<file path="src/verilog/csd_pkg.sv">
// Constants and types shared by the core register space decode
package csd_pkg;

  // ==========================================================================
  // Special function register space
  localparam logic [15:0] SFR_FIRST_ADDR = 16'h0000;
  localparam logic [15:0] SFR_LAST_ADDR = 16'h07FF;
  localparam int BLOCK_BYTES_LOG2 = 5;
  localparam int NUM_BLOCKS = 64;
  // One bit per 32-byte block, set where any register lives in the block
  localparam logic [63:0] IMPL_BLOCK_MAP = 64'h0C17_0000_03CF_177F;

  // ==========================================================================
  // Core register table, in table order
  localparam int NUM_REGS = 25;
  localparam int IDX_WORKING_15_STACK = 15;
  localparam int IDX_CORE_CONTROL = 22;

  localparam logic [15:0] REG_OFFSET [NUM_REGS] = '{
    16'h0000, 16'h0002, 16'h0004, 16'h0006, 16'h8000, 16'h000A, 16'h000C,
    16'h000E, 16'h0010, 16'h0012, 16'h0014, 16'h0016, 16'h0018, 16'h001A,
    16'h001C, 16'h001E, 16'h0020, 16'h002E, 16'h0030, 16'h0032, 16'h0034,
    16'h0036, 16'h0042, 16'h0044, 16'h0052};

  // Undefined reset contents are given a fixed zero so state is known
  localparam logic [15:0] REG_RESET [NUM_REGS] = '{
    16'h0000, 16'h0000, 16'h0000, 16'h0000, 16'h0000, 16'h0000, 16'h0000,
    16'h0000, 16'h0000, 16'h0000, 16'h0000, 16'h0000, 16'h0000, 16'h0000,
    16'h0000, 16'h0800, 16'h0000, 16'h0000, 16'h0000, 16'h0000, 16'h0000,
    16'h0000, 16'h0000, 16'h0000, 16'h0000};

  // Implemented bits; the rest hold zero and read as zero
  localparam logic [15:0] REG_MASK [NUM_REGS] = '{
    16'hFFFF, 16'hFFFF, 16'hFFFF, 16'hFFFF, 16'hFFFF, 16'hFFFF, 16'hFFFF,
    16'hFFFF, 16'hFFFF, 16'hFFFF, 16'hFFFF, 16'hFFFF, 16'hFFFF, 16'hFFFF,
    16'hFFFF, 16'hFFFF, 16'hFFFF, 16'hFFFF, 16'h00FF, 16'h00FF, 16'h00FF,
    16'hFFFF, 16'h01FF, 16'h000C, 16'hFFFF};

  // ==========================================================================
  // Field positions
  localparam int CORE_CONTROL_PROGRAM_VIEW_ENABLE = 2;
  localparam int CORE_CONTROL_PRIORITY_LEVEL_BIT3 = 3;

  // ==========================================================================
  // Carriers and state
  typedef struct packed {
    logic rdEn;
    logic wrEn;
    logic byteMode;
    logic [15:0] addr;
    logic [15:0] wrData;
  } csd_bus_req_type;

  typedef struct packed {
    logic [15:0] value;
  } csd_breg_state_type;

  typedef struct packed {
    logic [15:0] rdData;
    logic rdValid;
    logic implHit;
    logic addrError;
    logic programViewEnable;
    logic priorityLevelBit3;
  } csd_top_state_type;

endpackage

</file>
<file path="src/verilog/csd_byte_reg.sv">
// One 16-bit register with separate byte-lane write strobes
`timescale 1ns/10ps
`default_nettype none

module csd_byte_reg
  import csd_pkg::*;
#(
  parameter logic [15:0] RESET_VALUE = 16'h0000,
  parameter logic [15:0] WRITE_MASK = 16'hFFFF
)
(
  input wire logic core_clk,
  input wire logic nrst,
  input wire logic clkEn,
  input wire logic [1:0] wrLane,
  input wire logic [15:0] wrData,
  output logic [15:0] value
);

  csd_breg_state_type state;
  csd_breg_state_type next_state;

  // ==========================================================================
  // Lane update
  always_comb
  begin
    next_state = state;
    if (clkEn)
    begin
      if (wrLane[0])
        next_state.value[7:0] = wrData[7:0] & WRITE_MASK[7:0];
      if (wrLane[1])
        next_state.value[15:8] = wrData[15:8] & WRITE_MASK[15:8];
    end
  end

  always_ff @(posedge core_clk or negedge nrst)
  begin
    if (!nrst)
      state <= '{value: RESET_VALUE};
    else
      state <= next_state;
  end

  assign value = state.value;

endmodule

`default_nettype wire

</file>
<file path="src/verilog/csd_sfr_decode.sv">
// Core special function register bank and register space decode
`timescale 1ns/10ps
`default_nettype none

module csd_sfr_decode
  import csd_pkg::*;
(
  input wire logic core_clk,
  input wire logic nrst,
  input wire logic clkEn,
  input wire csd_bus_req_type busReq,
  output logic [15:0] rdData,
  output logic rdValid,
  output logic implHit,
  output logic addrError,
  output logic programViewEnable,
  output logic priorityLevelBit3,
  output logic [15:0] stackPointer
);

  csd_top_state_type state;
  csd_top_state_type next_state;
  logic [15:0] regValue [NUM_REGS];
  logic [NUM_REGS-1:0] regHit;
  logic [1:0] laneSel;
  logic [15:0] laneData;
  logic misaligned;
  logic inRegion;

  // ==========================================================================
  // Address decode
  always_comb
  begin
    for (int i = 0; i < NUM_REGS; i++)
      regHit[i] = (busReq.addr[15:1] == REG_OFFSET[i][15:1]);
    inRegion = (busReq.addr <= SFR_LAST_ADDR) && (busReq.addr >= SFR_FIRST_ADDR);
    misaligned = !busReq.byteMode && busReq.addr[0];
    if (!busReq.wrEn || misaligned)
      laneSel = 2'b00;
    else if (!busReq.byteMode)
      laneSel = 2'b11;
    else if (busReq.addr[0])
      laneSel = 2'b10;
    else
      laneSel = 2'b01;
    // Byte data arrives in the low byte and is steered to either lane
    if (busReq.byteMode)
      laneData = {busReq.wrData[7:0], busReq.wrData[7:0]};
    else
      laneData = busReq.wrData;
  end

  // ==========================================================================
  // Register instances
  genvar g;
  generate
    for (g = 0; g < NUM_REGS; g++)
    begin : gen_reg
      csd_byte_reg #(
        .RESET_VALUE(REG_RESET[g]),
        .WRITE_MASK(REG_MASK[g])
      ) u_reg (
        .core_clk(core_clk),
        .nrst(nrst),
        .clkEn(clkEn),
        .wrLane(regHit[g] ? laneSel : 2'b00),
        .wrData(laneData),
        .value(regValue[g])
      );
    end
  endgenerate

  // ==========================================================================
  // Read path and status
  always_comb
  begin
    logic [15:0] word;
    word = 16'h0000;
    next_state = state;
    for (int i = 0; i < NUM_REGS; i++)
      if (regHit[i])
        word = word | (regValue[i] & REG_MASK[i]);
    if (clkEn)
    begin
      next_state.rdValid = busReq.rdEn;
      next_state.addrError = (busReq.rdEn || busReq.wrEn) && misaligned;
      next_state.implHit = inRegion
        && IMPL_BLOCK_MAP[busReq.addr[BLOCK_BYTES_LOG2 +: 6]];
      if (!busReq.rdEn)
        next_state.rdData = 16'h0000;
      else if (busReq.byteMode && busReq.addr[0])
        next_state.rdData = {8'h00, word[15:8]};
      else if (busReq.byteMode)
        next_state.rdData = {8'h00, word[7:0]};
      else
        next_state.rdData = word;
      // Core control bits mirrored so the outputs come from flops
      next_state.programViewEnable =
        regValue[IDX_CORE_CONTROL][CORE_CONTROL_PROGRAM_VIEW_ENABLE];
      next_state.priorityLevelBit3 =
        regValue[IDX_CORE_CONTROL][CORE_CONTROL_PRIORITY_LEVEL_BIT3];
    end
  end

  always_ff @(posedge core_clk or negedge nrst)
  begin
    if (!nrst)
      state <= '0;
    else
      state <= next_state;
  end

  assign rdData = state.rdData;
  assign rdValid = state.rdValid;
  assign implHit = state.implHit;
  assign addrError = state.addrError;
  assign programViewEnable = state.programViewEnable;
  assign priorityLevelBit3 = state.priorityLevelBit3;
  assign stackPointer = regValue[IDX_WORKING_15_STACK];

endmodule

`default_nettype wire
</file>
<file path="config.mk">
export PLATFORM = sky130hd
export DESIGN_NAME = csd_sfr_decode
export DESIGN_NICKNAME = d
export VERILOG_FILES = /design/src/verilog/csd_pkg.sv /design/src/verilog/csd_byte_reg.sv /design/src/verilog/csd_sfr_decode.sv
export SDC_FILE = /design/constraint.sdc
export NUM_CORES = 1
export LEC_CHECK = 0
export BUFFER_PORTS_ARGS = -buffer_cell sky130_fd_sc_hd__buf_2
export CORE_MARGIN = 1.5
export CORE_UTILIZATION = 55
export CTS_CLUSTER_SIZE = 25
export DETAILED_ROUTE_END_ITERATION = 6
export PLACE_DENSITY = 0.86
export REMOVE_ABC_BUFFERS = 1
export SYNTH_ARGS = -nofsm -noshare
export SYNTH_HDL_FRONTEND = slang
export SYNTH_SLANG_ARGS = --single-unit
</file>
<file path="constraint.sdc">
create_clock -name core_clk -period 1.7 [get_ports core_clk]
set_clock_uncertainty 0.15 [all_clocks]
set_input_delay 0.34 -clock core_clk [delete_from_list [all_inputs] [get_ports core_clk]]
set_output_delay 0.34 -clock core_clk [all_outputs]
set_load 0.05 [all_outputs]
</file>
==> results of run 1 <==
[Yosys cell counts (all sizes together) (4+ instances only)]
cell / count / area [um^2]
buf: 55 / 342.8
and2: 9 / 56.31
nor2b: 5 / 31.28
o2bb2ai: 11 / 96.34
a21oi: 62 / 310.3
nor3: 22 / 142.6
dfrtp: 375 / 9384
o31ai: 5 / 37.54
nand2: 173 / 654.4
or4b: 5 / 53.80
o21ai: 123 / 615.6
a31oi: 6 / 37.54
mux2: 197 / 2218
a222oi: 14 / 140.1
nor2: 69 / 269.0
clkbuf: 64 / 240.2
nor4: 42 / 599.3
nor4b: 6 / 65.06
a22oi: 70 / 525.5
inv: 5 / 18.77
nand3: 22 / 115.1
and4b: 5 / 50.05
and4: 4 / 35.03
mux2i: 13 / 130.1
and3: 10 / 62.56
a22o: 29 / 254.0
a221o: 10 / 100.1
nand4: 11 / 68.82
nand4b: 6 / 52.55
a32o: 8 / 80.08
a221oi: 25 / 225.2
a211oi: 4 / 30.03
or3: 4 / 25.02
nor4bb: 5 / 50.05
[per-stage QoR]
| step | instance area [um^2] | setup TNS, ns | hold WS (ns) | setup slack (ns) | instances |
|---|---|---|---|---|---|
| 2_1_floorplan | 16840 | -466.58 | -0.1056 | -2.144 | 1389 |
| 3_5_place_dp | 20870 | -369.53 | 0.01414 | -1.535 | 2204 |
| 4_1_cts | 25390 | -74.60 | 0.03688 | -0.4885 | 2372 |
| 3_3_place_gp | 20870 | -358.02 | 0.01322 | -1.506 | 2204 |
[metal layers]
metal	GRT overflow	GRT usage
met5	0	0.4607
met4	9	0.7080
met3	1	0.6743
met2	2	0.8843
met1	0	0.7560
[kinds of logic after synthesis]
kind of cell / count (synthesis) / share of synthesized area
and+or+nand+nor: 415 / 0.1421
AOI/OAI and AO/OA: 382 / 0.1477
DFF: 376 / 0.5402
muxes: 210 / 0.1348
buffers and inverters: 124 / 0.03455
adders and majority gates: 1 / 0.0005747
[repair_timing]
action,in CTS
hold endpoints to repair,375
hold buffers,1
resized for setup,632
setup buffers,92
pin swaps,137
cloned,19
setup endpoints to repair,392
==> summary.md, run 1 <==
| Metric | Value |
|---|---|
| Status | `aborted with a tool error` |
| Failed at | `global routing (5_1_grt)` |
| Error | `[ERROR GRT-0232] Routing congestion too high. Check the congestion heatmap in the GUI.` |
| Port Buf Inserts | `between 70 and 80` |
| Top_reg_cell synth | `dfrtp_1` |
| Worst endpoint type | `register input` |
| Critical endpoint after global-route timing repair | `rdData[2]$_DFFE_PN0P_/D` |
| Yosys warning count | `0` |
| Post-synth EDFFs | `0` |
| Synth cell types | `a little over 70` |
| Sequential share of the synthesized area | `0.5402` |
| Post-DP HPWL | `44510 um` |
| Die Y-Extent | `181.0 um` |
| Mean Syn Cell Area | `11.55 um^2` |
| Io pins | `between 70 and 80` |
| Clk root buf | `clkbuf_16` |
| Seq cells post-synth | `376` |
| Max clock buf depth | `3` |
| Num Clock Sinks | `376` |
| Ys async rst share | `1.000` |
| Total CTS buffers | `40` |
| Starting Density | `0.5636` |
| Row Count | `between 60 and 70` |
| Post-Syn Instances | `1508` |
| Die Wd | `about 180 um` |
| GRT Residual Overflow | `12` |
| Routability congestion estimate | `~1.1` |
| Post-Syn Area | `~17000 um^2` |
| H-tree depth | `2` |
| Largest net degree at the start of global routing | `72` |
| GRT Util Overall | `0.7597` |
==> run 2: changes to the inputs <==
- CORE_UTILIZATION: 55 -> 40
- CTS_CLUSTER_SIZE: 25 -> default
- PLACE_DENSITY: 0.86 -> default
- PLACE_DENSITY_LB_ADDON: default -> 0.15
- clock period: 1.7 -> 2.2 ns (I/O delays scaled with it)
==> summary.md, run 2 <==
| Metric | Value |
|---|---|
| Status | `finished with violations` |
| Failing checks | `setup timing` |
| Worst skew pair latency | `0.58 ns` |
| Remaining DRCs | `0` |
| Final #Nets | `approximately 2000` |
| Routed length per instance | `around 27 um` |
| Core Footprint | `42980 um^2` |
| Commonest non-fill, non-tap cells in the layout | `dfrtp_1 (375), buf_4 (292), mux2_2 (181), nand2_1 (144), o21ai_0 (103)` |
| Commonest non-fill, non-tap cell in the layout | `dfrtp_1` |
| H-tree depth | `2 (unchanged)` |
| Die Wd | `211.7 um (+17%)` |
| Final Max Tran Viols | `0` |
| Crit share post-route | `1.096` |
| Min-Delay Path Class | `in -> reg` |
| Max Cap Viol | `0` |
| First drt pass iteration count | `5` |
| Share of post-route cells with drive strength above 1 | `0.4899` |
| Port Buf Inserts | `74 (unchanged)` |
| Met2 WL | `30780 um` |
| Post-DP HPWL | `48360 um (+8.7%)` |
| CTS tree | `built` |
| Max stage delay cell, worst path | `a222oi_1` |
| Post-Syn Area | `17420 um^2 (unchanged)` |
| Highest metal used | `met4` |
| Clock share of power | `0.470` |
| Top_reg_cell synth | `dfrtp_1` |
| Largest cells by area after synthesis | `dfrtp_1 (54%), mux2_2 (12%), nand2_1 (3.7%)` |
| Final Hold Viols | `0` |
| Leakage power | `between 10 and 15 nW` |
| Max reg flops | `about 360` |
| Terminus of the critical flop-to-flop path | `rdData[3]$_DFFE_PN0P_` |
| Crit path kind | `reg -> reg` |
| Endpoints failing setup | `75` |
| Worst hold start | `busReq[33]` |
| GRT Residual Overflow | `0` |
| Top-count cell post-synth | `dfrtp_1` |
| Top cells by count, synth | `dfrtp_1 (375), mux2_2 (182), nand2_1 (171)` |
| DRT iter0 DRCs | `about 1400` |
| Layout area overhead | `44.02%` |
| Seq pwr share | `0.453` |
| Routability congestion estimate | `0.9494 (-11%)` |
| Routed WL | `68940 um` |
| Net Sw Power | `approximately 3.7 mW` |
| Final worst slack | `-0.2113 ns` |
| Synth cell types | `72 (unchanged)` |
| Post-Syn Instances | `1508 (unchanged)` |
| CP max stage delay | `0.48 ns` |
| Worst Path Required | `2.52 ns` |
| Worst-path clk slew | `~0.06 ns` |
| Seq cells post-synth | `376 (unchanged)` |
| Crit-path max FO | `2` |
| RSZ-0062 raised after global routing | `true` |
| Worst setup EP type | `flip-flop` |
| R2r worst-path depth | `7` |
| Die area | `between 40000 and 50000 um^2` |
| Wire length on met3 | `approximately 5200 um` |
| Relative slew slack | `0.5189` |
| Yosys warning count | `0 (unchanged)` |
| Comb pwr share | `0.077` |
| Worst VDD drop | `approximately 0.46 mV` |
| Clk root buf | `clkbuf_16` |
| Worst path cell trace | `mux2i_4 > o22ai_4 > a221o_1 > a222oi_1 > and4_2 > and2_4 > o21ai_2` |
| Total CTS buffers | `43 (+7.5%)` |
| Max clock buf depth | `3 (unchanged)` |
| Worst Max-Slew Pin Slew | `about 0.72 ns` |
| Die Y-Extent | `211.7 um (+17%)` |
| Design area | `25090 um^2` |
| Mean Syn Cell Area | `11.55 um^2 (unchanged)` |
| CP Data Arrival Time | `2.73 ns` |
| Vias/cell | `roughly 6` |
| Post-route ant nets | `0` |
| Hold Slack | `roughly 0.051 ns` |
| Hold EP | `addrError$_DFFE_PN0P_` |
| Num Clock Sinks | `376 (unchanged)` |
| WL met1 | `roughly 30000 um` |
| Largest net degree at the start of global routing | `53` |
| Vias in the first global route | `about 15000` |
| FMAX | `414.7 MHz` |
| First-pass GRT wire length | `99070 um` |
| Area leader, netlist | `dfrtp_1` |
| GRT Util Overall | `0.3056` |
| Io pins | `75 (unchanged)` |
| Ys async rst share | `1.000 (unchanged)` |
| Synth top area share | `0.5387 (unchanged)` |
| Power Density | `between 600 and 700 nW/um^2` |
| Vias | `14962` |
| Worst setup SP type | `flip-flop` |
| Worst r2r src | `gen_reg[14].u_reg.value[11]$_DFFE_PN0P_` |
| Row Count | `76 (+19%)` |
| Flop2flop setup slack | `-0.21 ns` |
| Internal power | `approximately 12 mW` |
| Switching share of total power | `0.2450` |
| Worst hold stages | `3` |
| Initial antenna violation count | `2` |
| Placed cell area | `21500 um^2 (+3.0%)` |
| Starting Density | `0.4053 (-0.1583)` |
| Sequential share of the synthesized area | `0.5402 (unchanged)` |
| Crit path time final | `2.411 ns` |
| Post-synth EDFFs | `0 (unchanged)` |
-- run 2: cell counts after synthesis --
Identical to the previous run, type by type.
-- run 2: how the worst max path moves through the flow --
stage	startpoint	to	slack, ns	depth (start not counted)
final	gen_reg[14].u_reg.value[11]$_DFFE_PN0P_	rdData[3]$_DFFE_PN0P_	-0.21	7
after global routing	busReq[28]	rdData[0]$_DFFE_PN0P_	-0.22	14
after CTS	gen_reg[14].u_reg.value[11]$_DFFE_PN0P_	rdData[3]$_DFFE_PN0P_	-0.16	7
after detailed placement	busReq[20]	rdData[7]$_DFFE_PN0P_	-1.18	10
after global placement	busReq[20]	rdData[7]$_DFFE_PN0P_	-1.24	10
after floorplan	busReq[31]	rdData[3]$_DFFE_PN0P_	-1.74	7
-- run 2: power groups by stage --
stage / sequential (mW) / clock, mW / combinational [mW]
finish: 6.94 / 7.19 / 1.18
detailed placement: 7.06 / 0 / 1.03
global placement: 7.06 / 0 / 1.02
floorplan: 7.10 / 0 / 0.199
global route: 6.93 / 7.55 / 1.23
CTS: 6.94 / 7.29 / 1.10
-- run 2: cells by family (layout without fill, tap and decap cells) --
kind of cell | count (synthesis) | in the layout | synth area share
adder cells (fa/ha/maj) | 1 | 1 | 0.0005747
AND/OR/NAND/NOR | 415 | 415 | 0.1421
AO/OA/AOI/OAI | 382 | 382 | 0.1477
flip-flops | 376 | 376 | 0.5402
multiplexers | 210 | 210 | 0.1348
other | 0 | 1 | 0
buffers and inverters | 124 | 590 | 0.03455
-- run 2: cell type report --
class                      count  area [um^2]
fill                        3614        17890
sequential                   376         9410
multi-input combinational   1008         8487
timing repair buffer         509         5041
clock buffer                  62         1257
tap                          585        732.0
clock inverter                14        137.6
inverter                       5        18.77
antenna                        1        2.502
-- run 2: what timing repair did --
| action | in CTS | in global routing |
|---|---|---|
| endpoints found under the hold margin | 37 | 0 |
| pin swaps | 61 | 57 |
| gates cloned | 1 | 10 |
| hold buffers | 1 | 0 |
| setup buffers | 42 | 29 |
| endpoints found under the setup margin | 205 | 245 |
| gates resized for setup | 139 | 202 |
-- run 2: critical path: cells and delay by family (launching register included) --
kind / cells / cell delay [ns]
muxes: 1 / 0.22
DFF: 1 / 0.41
AOI/OAI and AO/OA: 4 / 0.96
and+or+nand+nor: 2 / 0.56
-- run 2: metal layers --
metal  track usage  up-vias
met4        0.1185        0
met2        0.4642      626
met1        0.4325     7678
li1              -     6522
met3       0.05726      136
met5             0        -
-- run 2: stage by stage --
stage | util | std cells | total power, mW | setup slack, ns | TNS, ns
2_1_floorplan | - | 1389 | 7.294 | -1.744 | -318.18
3_3_place_gp | 0.5001 | 2414 | 8.085 | -1.237 | -214.45
3_5_place_dp | 0.5001 | 2414 | 8.093 | -1.175 | -221.96
4_1_cts | 0.5557 | 2527 | 15.32 | -0.1647 | -2.231
5_1_grt | 0.5837 | 2560 | 15.72 | -0.2195 | -6.372
6_report | 0.5837 | 2560 | 15.30 | -0.2113 | -3.738
Power figures use the tool's default switching activity.
==> run 3: changes to the inputs <==
- CELL_PAD_IN_SITES_DETAIL_PLACEMENT: default -> 0
- CELL_PAD_IN_SITES_GLOBAL_PLACEMENT: default -> 1
==> summary.md, run 3 (synthesis results as in run 2) <==
| Metric | Value |
|---|---|
| Status | `finished with violations` |
| Failing checks | `setup timing` |
| CP Data Arrival Time | `2.70 ns (-0.03 ns)` |
| Initial antenna violation count | `0 (-2)` |
| Util after Layout | `0.5633 (-0.02035)` |
| Met2 WL | `29480 um (-4.2%)` |
| Max Cap Viol | `0 (unchanged)` |
| Max clock buf depth | `3 (unchanged)` |
| Die Wd | `211.7 um (unchanged)` |
| Endpoints failing setup | `25 (-67%)` |
| Worst Max-Slew Pin Slew | `0.9316 ns (+0.2130 ns)` |
| Remaining DRCs | `0 (unchanged)` |
| H-tree depth | `2 (unchanged)` |
| Post-route ant nets | `0 (unchanged)` |
| Core Footprint | `42980 um^2 (unchanged)` |
| First drt pass iteration count | `7 (+2)` |
| Layout area overhead | `39.00%` |
| Crit-path max FO | `6 (+4)` |
| Wire length on met3 | `4416 um (-16%)` |
| WL met1 | `30870 um (+2.0%)` |
| Die area | `44810 um^2 (unchanged)` |
| Vias | `14518 (-3.0%)` |
| Routability congestion estimate | `0.9540 (+0.48%)` |
| DP Worst Slack | `-1.268 ns (-0.09279 ns)` |
| Clk root buf | `clkbuf_16` |
| Power Density | `651.2 nW/um^2 (+6.8%)` |
| Worst VDD drop | `0.4941 mV (+7.8%)` |
| Die Y-Extent | `211.7 um (unchanged)` |
| Routed WL | `67370 um (-2.3%)` |
| RSZ-0062 raised after global routing | `true` |
| Vias/cell | `5.750 (-1.6%)` |
| Total CTS buffers | `44 (+2.3%)` |
| Worst setup EP type | `flip-flop` |
| Post-DP HPWL | `48050 um (-0.66%)` |
| Commonest non-fill, non-tap cells in the layout | `dfrtp_1 (375), buf_4 (287), mux2_2 (182), nand2_1 (166), o21ai_0 (113)` |
| Placed cell area | `21390 um^2 (-0.49%)` |
| Highest metal used | `met4` |
| Share of post-route cells with drive strength above 1 | `0.4464 (-0.04348)` |
| Worst path cell trace | `buf_12 > or4_4 > buf_6 > buf_6 > nor4_4 > buf_4 > buf_12 > a222oi_1 > and4_1 > and2_4 > o21ai_1` |
| Commonest non-fill, non-tap cell in the layout | `dfrtp_1` |
| CTS tree | `built` |
| Worst skew pair latency | `0.60 ns (+0.02 ns)` |
| Worst-path clk slew | `0.06 ns (about the same)` |
| Max stage delay cell, worst path | `or4_4` |
| DRT iter0 DRCs | `1283 (-7.7%)` |
| Worst setup SP type | `input pin` |
| Crit share post-route | `1.058 (-0.03809)` |
| CP max stage delay | `0.64 ns (+0.16 ns)` |
| Hold Slack | `0.02574 ns (-0.02521 ns)` |
| Crit path kind | `in -> reg` |
| GRT Residual Overflow | `0 (unchanged)` |
| Final Hold Viols | `0 (unchanged)` |
| Starting Density | `0.4053 (unchanged)` |
| Port Buf Inserts | `74 (unchanged)` |
| Io pins | `75 (unchanged)` |
| Worst Path Buf+Inv | `5 (+5)` |
| GRT Util Overall | `0.3044 (-0.001243)` |
| Final setup TNS | `-1.055 ns (+2.682 ns)` |
| Vias in the first global route | `14210 (-3.7%)` |
| Design area | `24210 um^2 (-3.5%)` |
| Final worst slack | `-0.1275 ns (+0.08380 ns)` |
| First-pass GRT wire length | `97750 um (-1.3%)` |
| Leakage power | `11.66 nW (-3.7%)` |
| Num Clock Sinks | `376 (unchanged)` |
| Relative slew slack | `0.3789 (-0.1400)` |
| Row Count | `76 (unchanged)` |
| Top Family by Delay on Critical Path | `simple AND/OR/NAND/NOR gates` |
| Crit path time final | `2.327 ns (-0.08380 ns)` |
| Worst Path Required | `2.57 ns (+0.05 ns)` |
| Max reg flops | `355 (unchanged)` |
| Min-Delay Path Class | `in -> reg` |
| Routed length per instance | `26.68 um (-0.92%)` |
| FMAX | `429.7 MHz (+3.6%)` |
| Final #Nets | `1943 (-1.9%)` |
| Final Max Tran Viols | `0 (unchanged)` |
| Antenna diode instance count | `0 (-1)` |
| Largest net degree at the start of global routing | `92 (+74%)` |
## run 3: final cells by class
type	instances	area, um^2
flip-flops and latches	376	9410
multi-input cells	1009	8049
fillers	3722	18770
clock buffers	57	1230
clock inverters	24	290.3
repair buffers	469	4482
well taps	585	732.0
inverters	5	18.77
## run 3: what timing repair did
action                     4_1_cts  5_1_grt
setup endpoints to repair      149      128
hold endpoints to repair       195        0
pin swaps                       38       47
hold buffers                     2        0
setup buffers                   16       29
resized for setup               76      111
gates cloned                     2        2
## run 3: power by group
group	switching [mW]	leakage [nW]	internal [mW]	total [mW]
Clock	3.15	0.750	4.57	7.71
Sequential	0.0127	5.25	6.93	6.94
Combinational	0.728	5.67	0.385	1.11
## run 3: worst register-to-register path: stages (launching register included)
cell,delay (ns)
dfrtp_1,0.38
nor4b_1,0.14
a31oi_1,0.14
buf_4,0.14
o31ai_2,0.05
a222oi_1,0.54
and4_4,0.36
a21oi_1,0.07
a22o_1,0.20
## run 3: routing by layer
| metal | GRT usage | vias to the layer above |
|---|---|---|
| li1 | - | 6438 |
| met1 | 0.4394 | 7489 |
| met2 | 0.4496 | 473 |
| met3 | 0.05874 | 118 |
| met4 | 0.1202 | 0 |
| met5 | 0 | - |
## run 3: per-stage QoR
stage / cells / total power [mW]
2_1_floorplan: 1389 / 7.294
3_3_place_gp: 2400 / 8.055
3_5_place_dp: 2400 / 8.062
4_1_cts: 2498 / 15.84
5_1_grt: 2525 / 16.20
6_report: 2525 / 15.77
## run 3: path summary, 6_finish.rpt
path,slack [ns],startpoint,to,depth (start not counted)
worst max-delay path,-0.13,busReq[21],rdData[3]$_DFFE_PN0P_,11
worst min-delay path,0.03,busReq[7],gen_reg[4].u_reg.value[7]$_DFFE_PN0P_,2
min in group asynchronous,0.16,nrst,gen_reg[21].u_reg.value[14]$_DFFE_PN0P_,2
worst max register to register,-0.08,gen_reg[16].u_reg.value[15]$_DFFE_PN0P_,rdData[7]$_DFFE_PN0P_,8
worst min register to register,0.32,gen_reg[13].u_reg.value[8]$_DFFE_PN0P_,gen_reg[13].u_reg.value[8]$_DFFE_PN0P_,2
max in group asynchronous,0.91,nrst,gen_reg[16].u_reg.value[6]$_DFFE_PN0P_,3
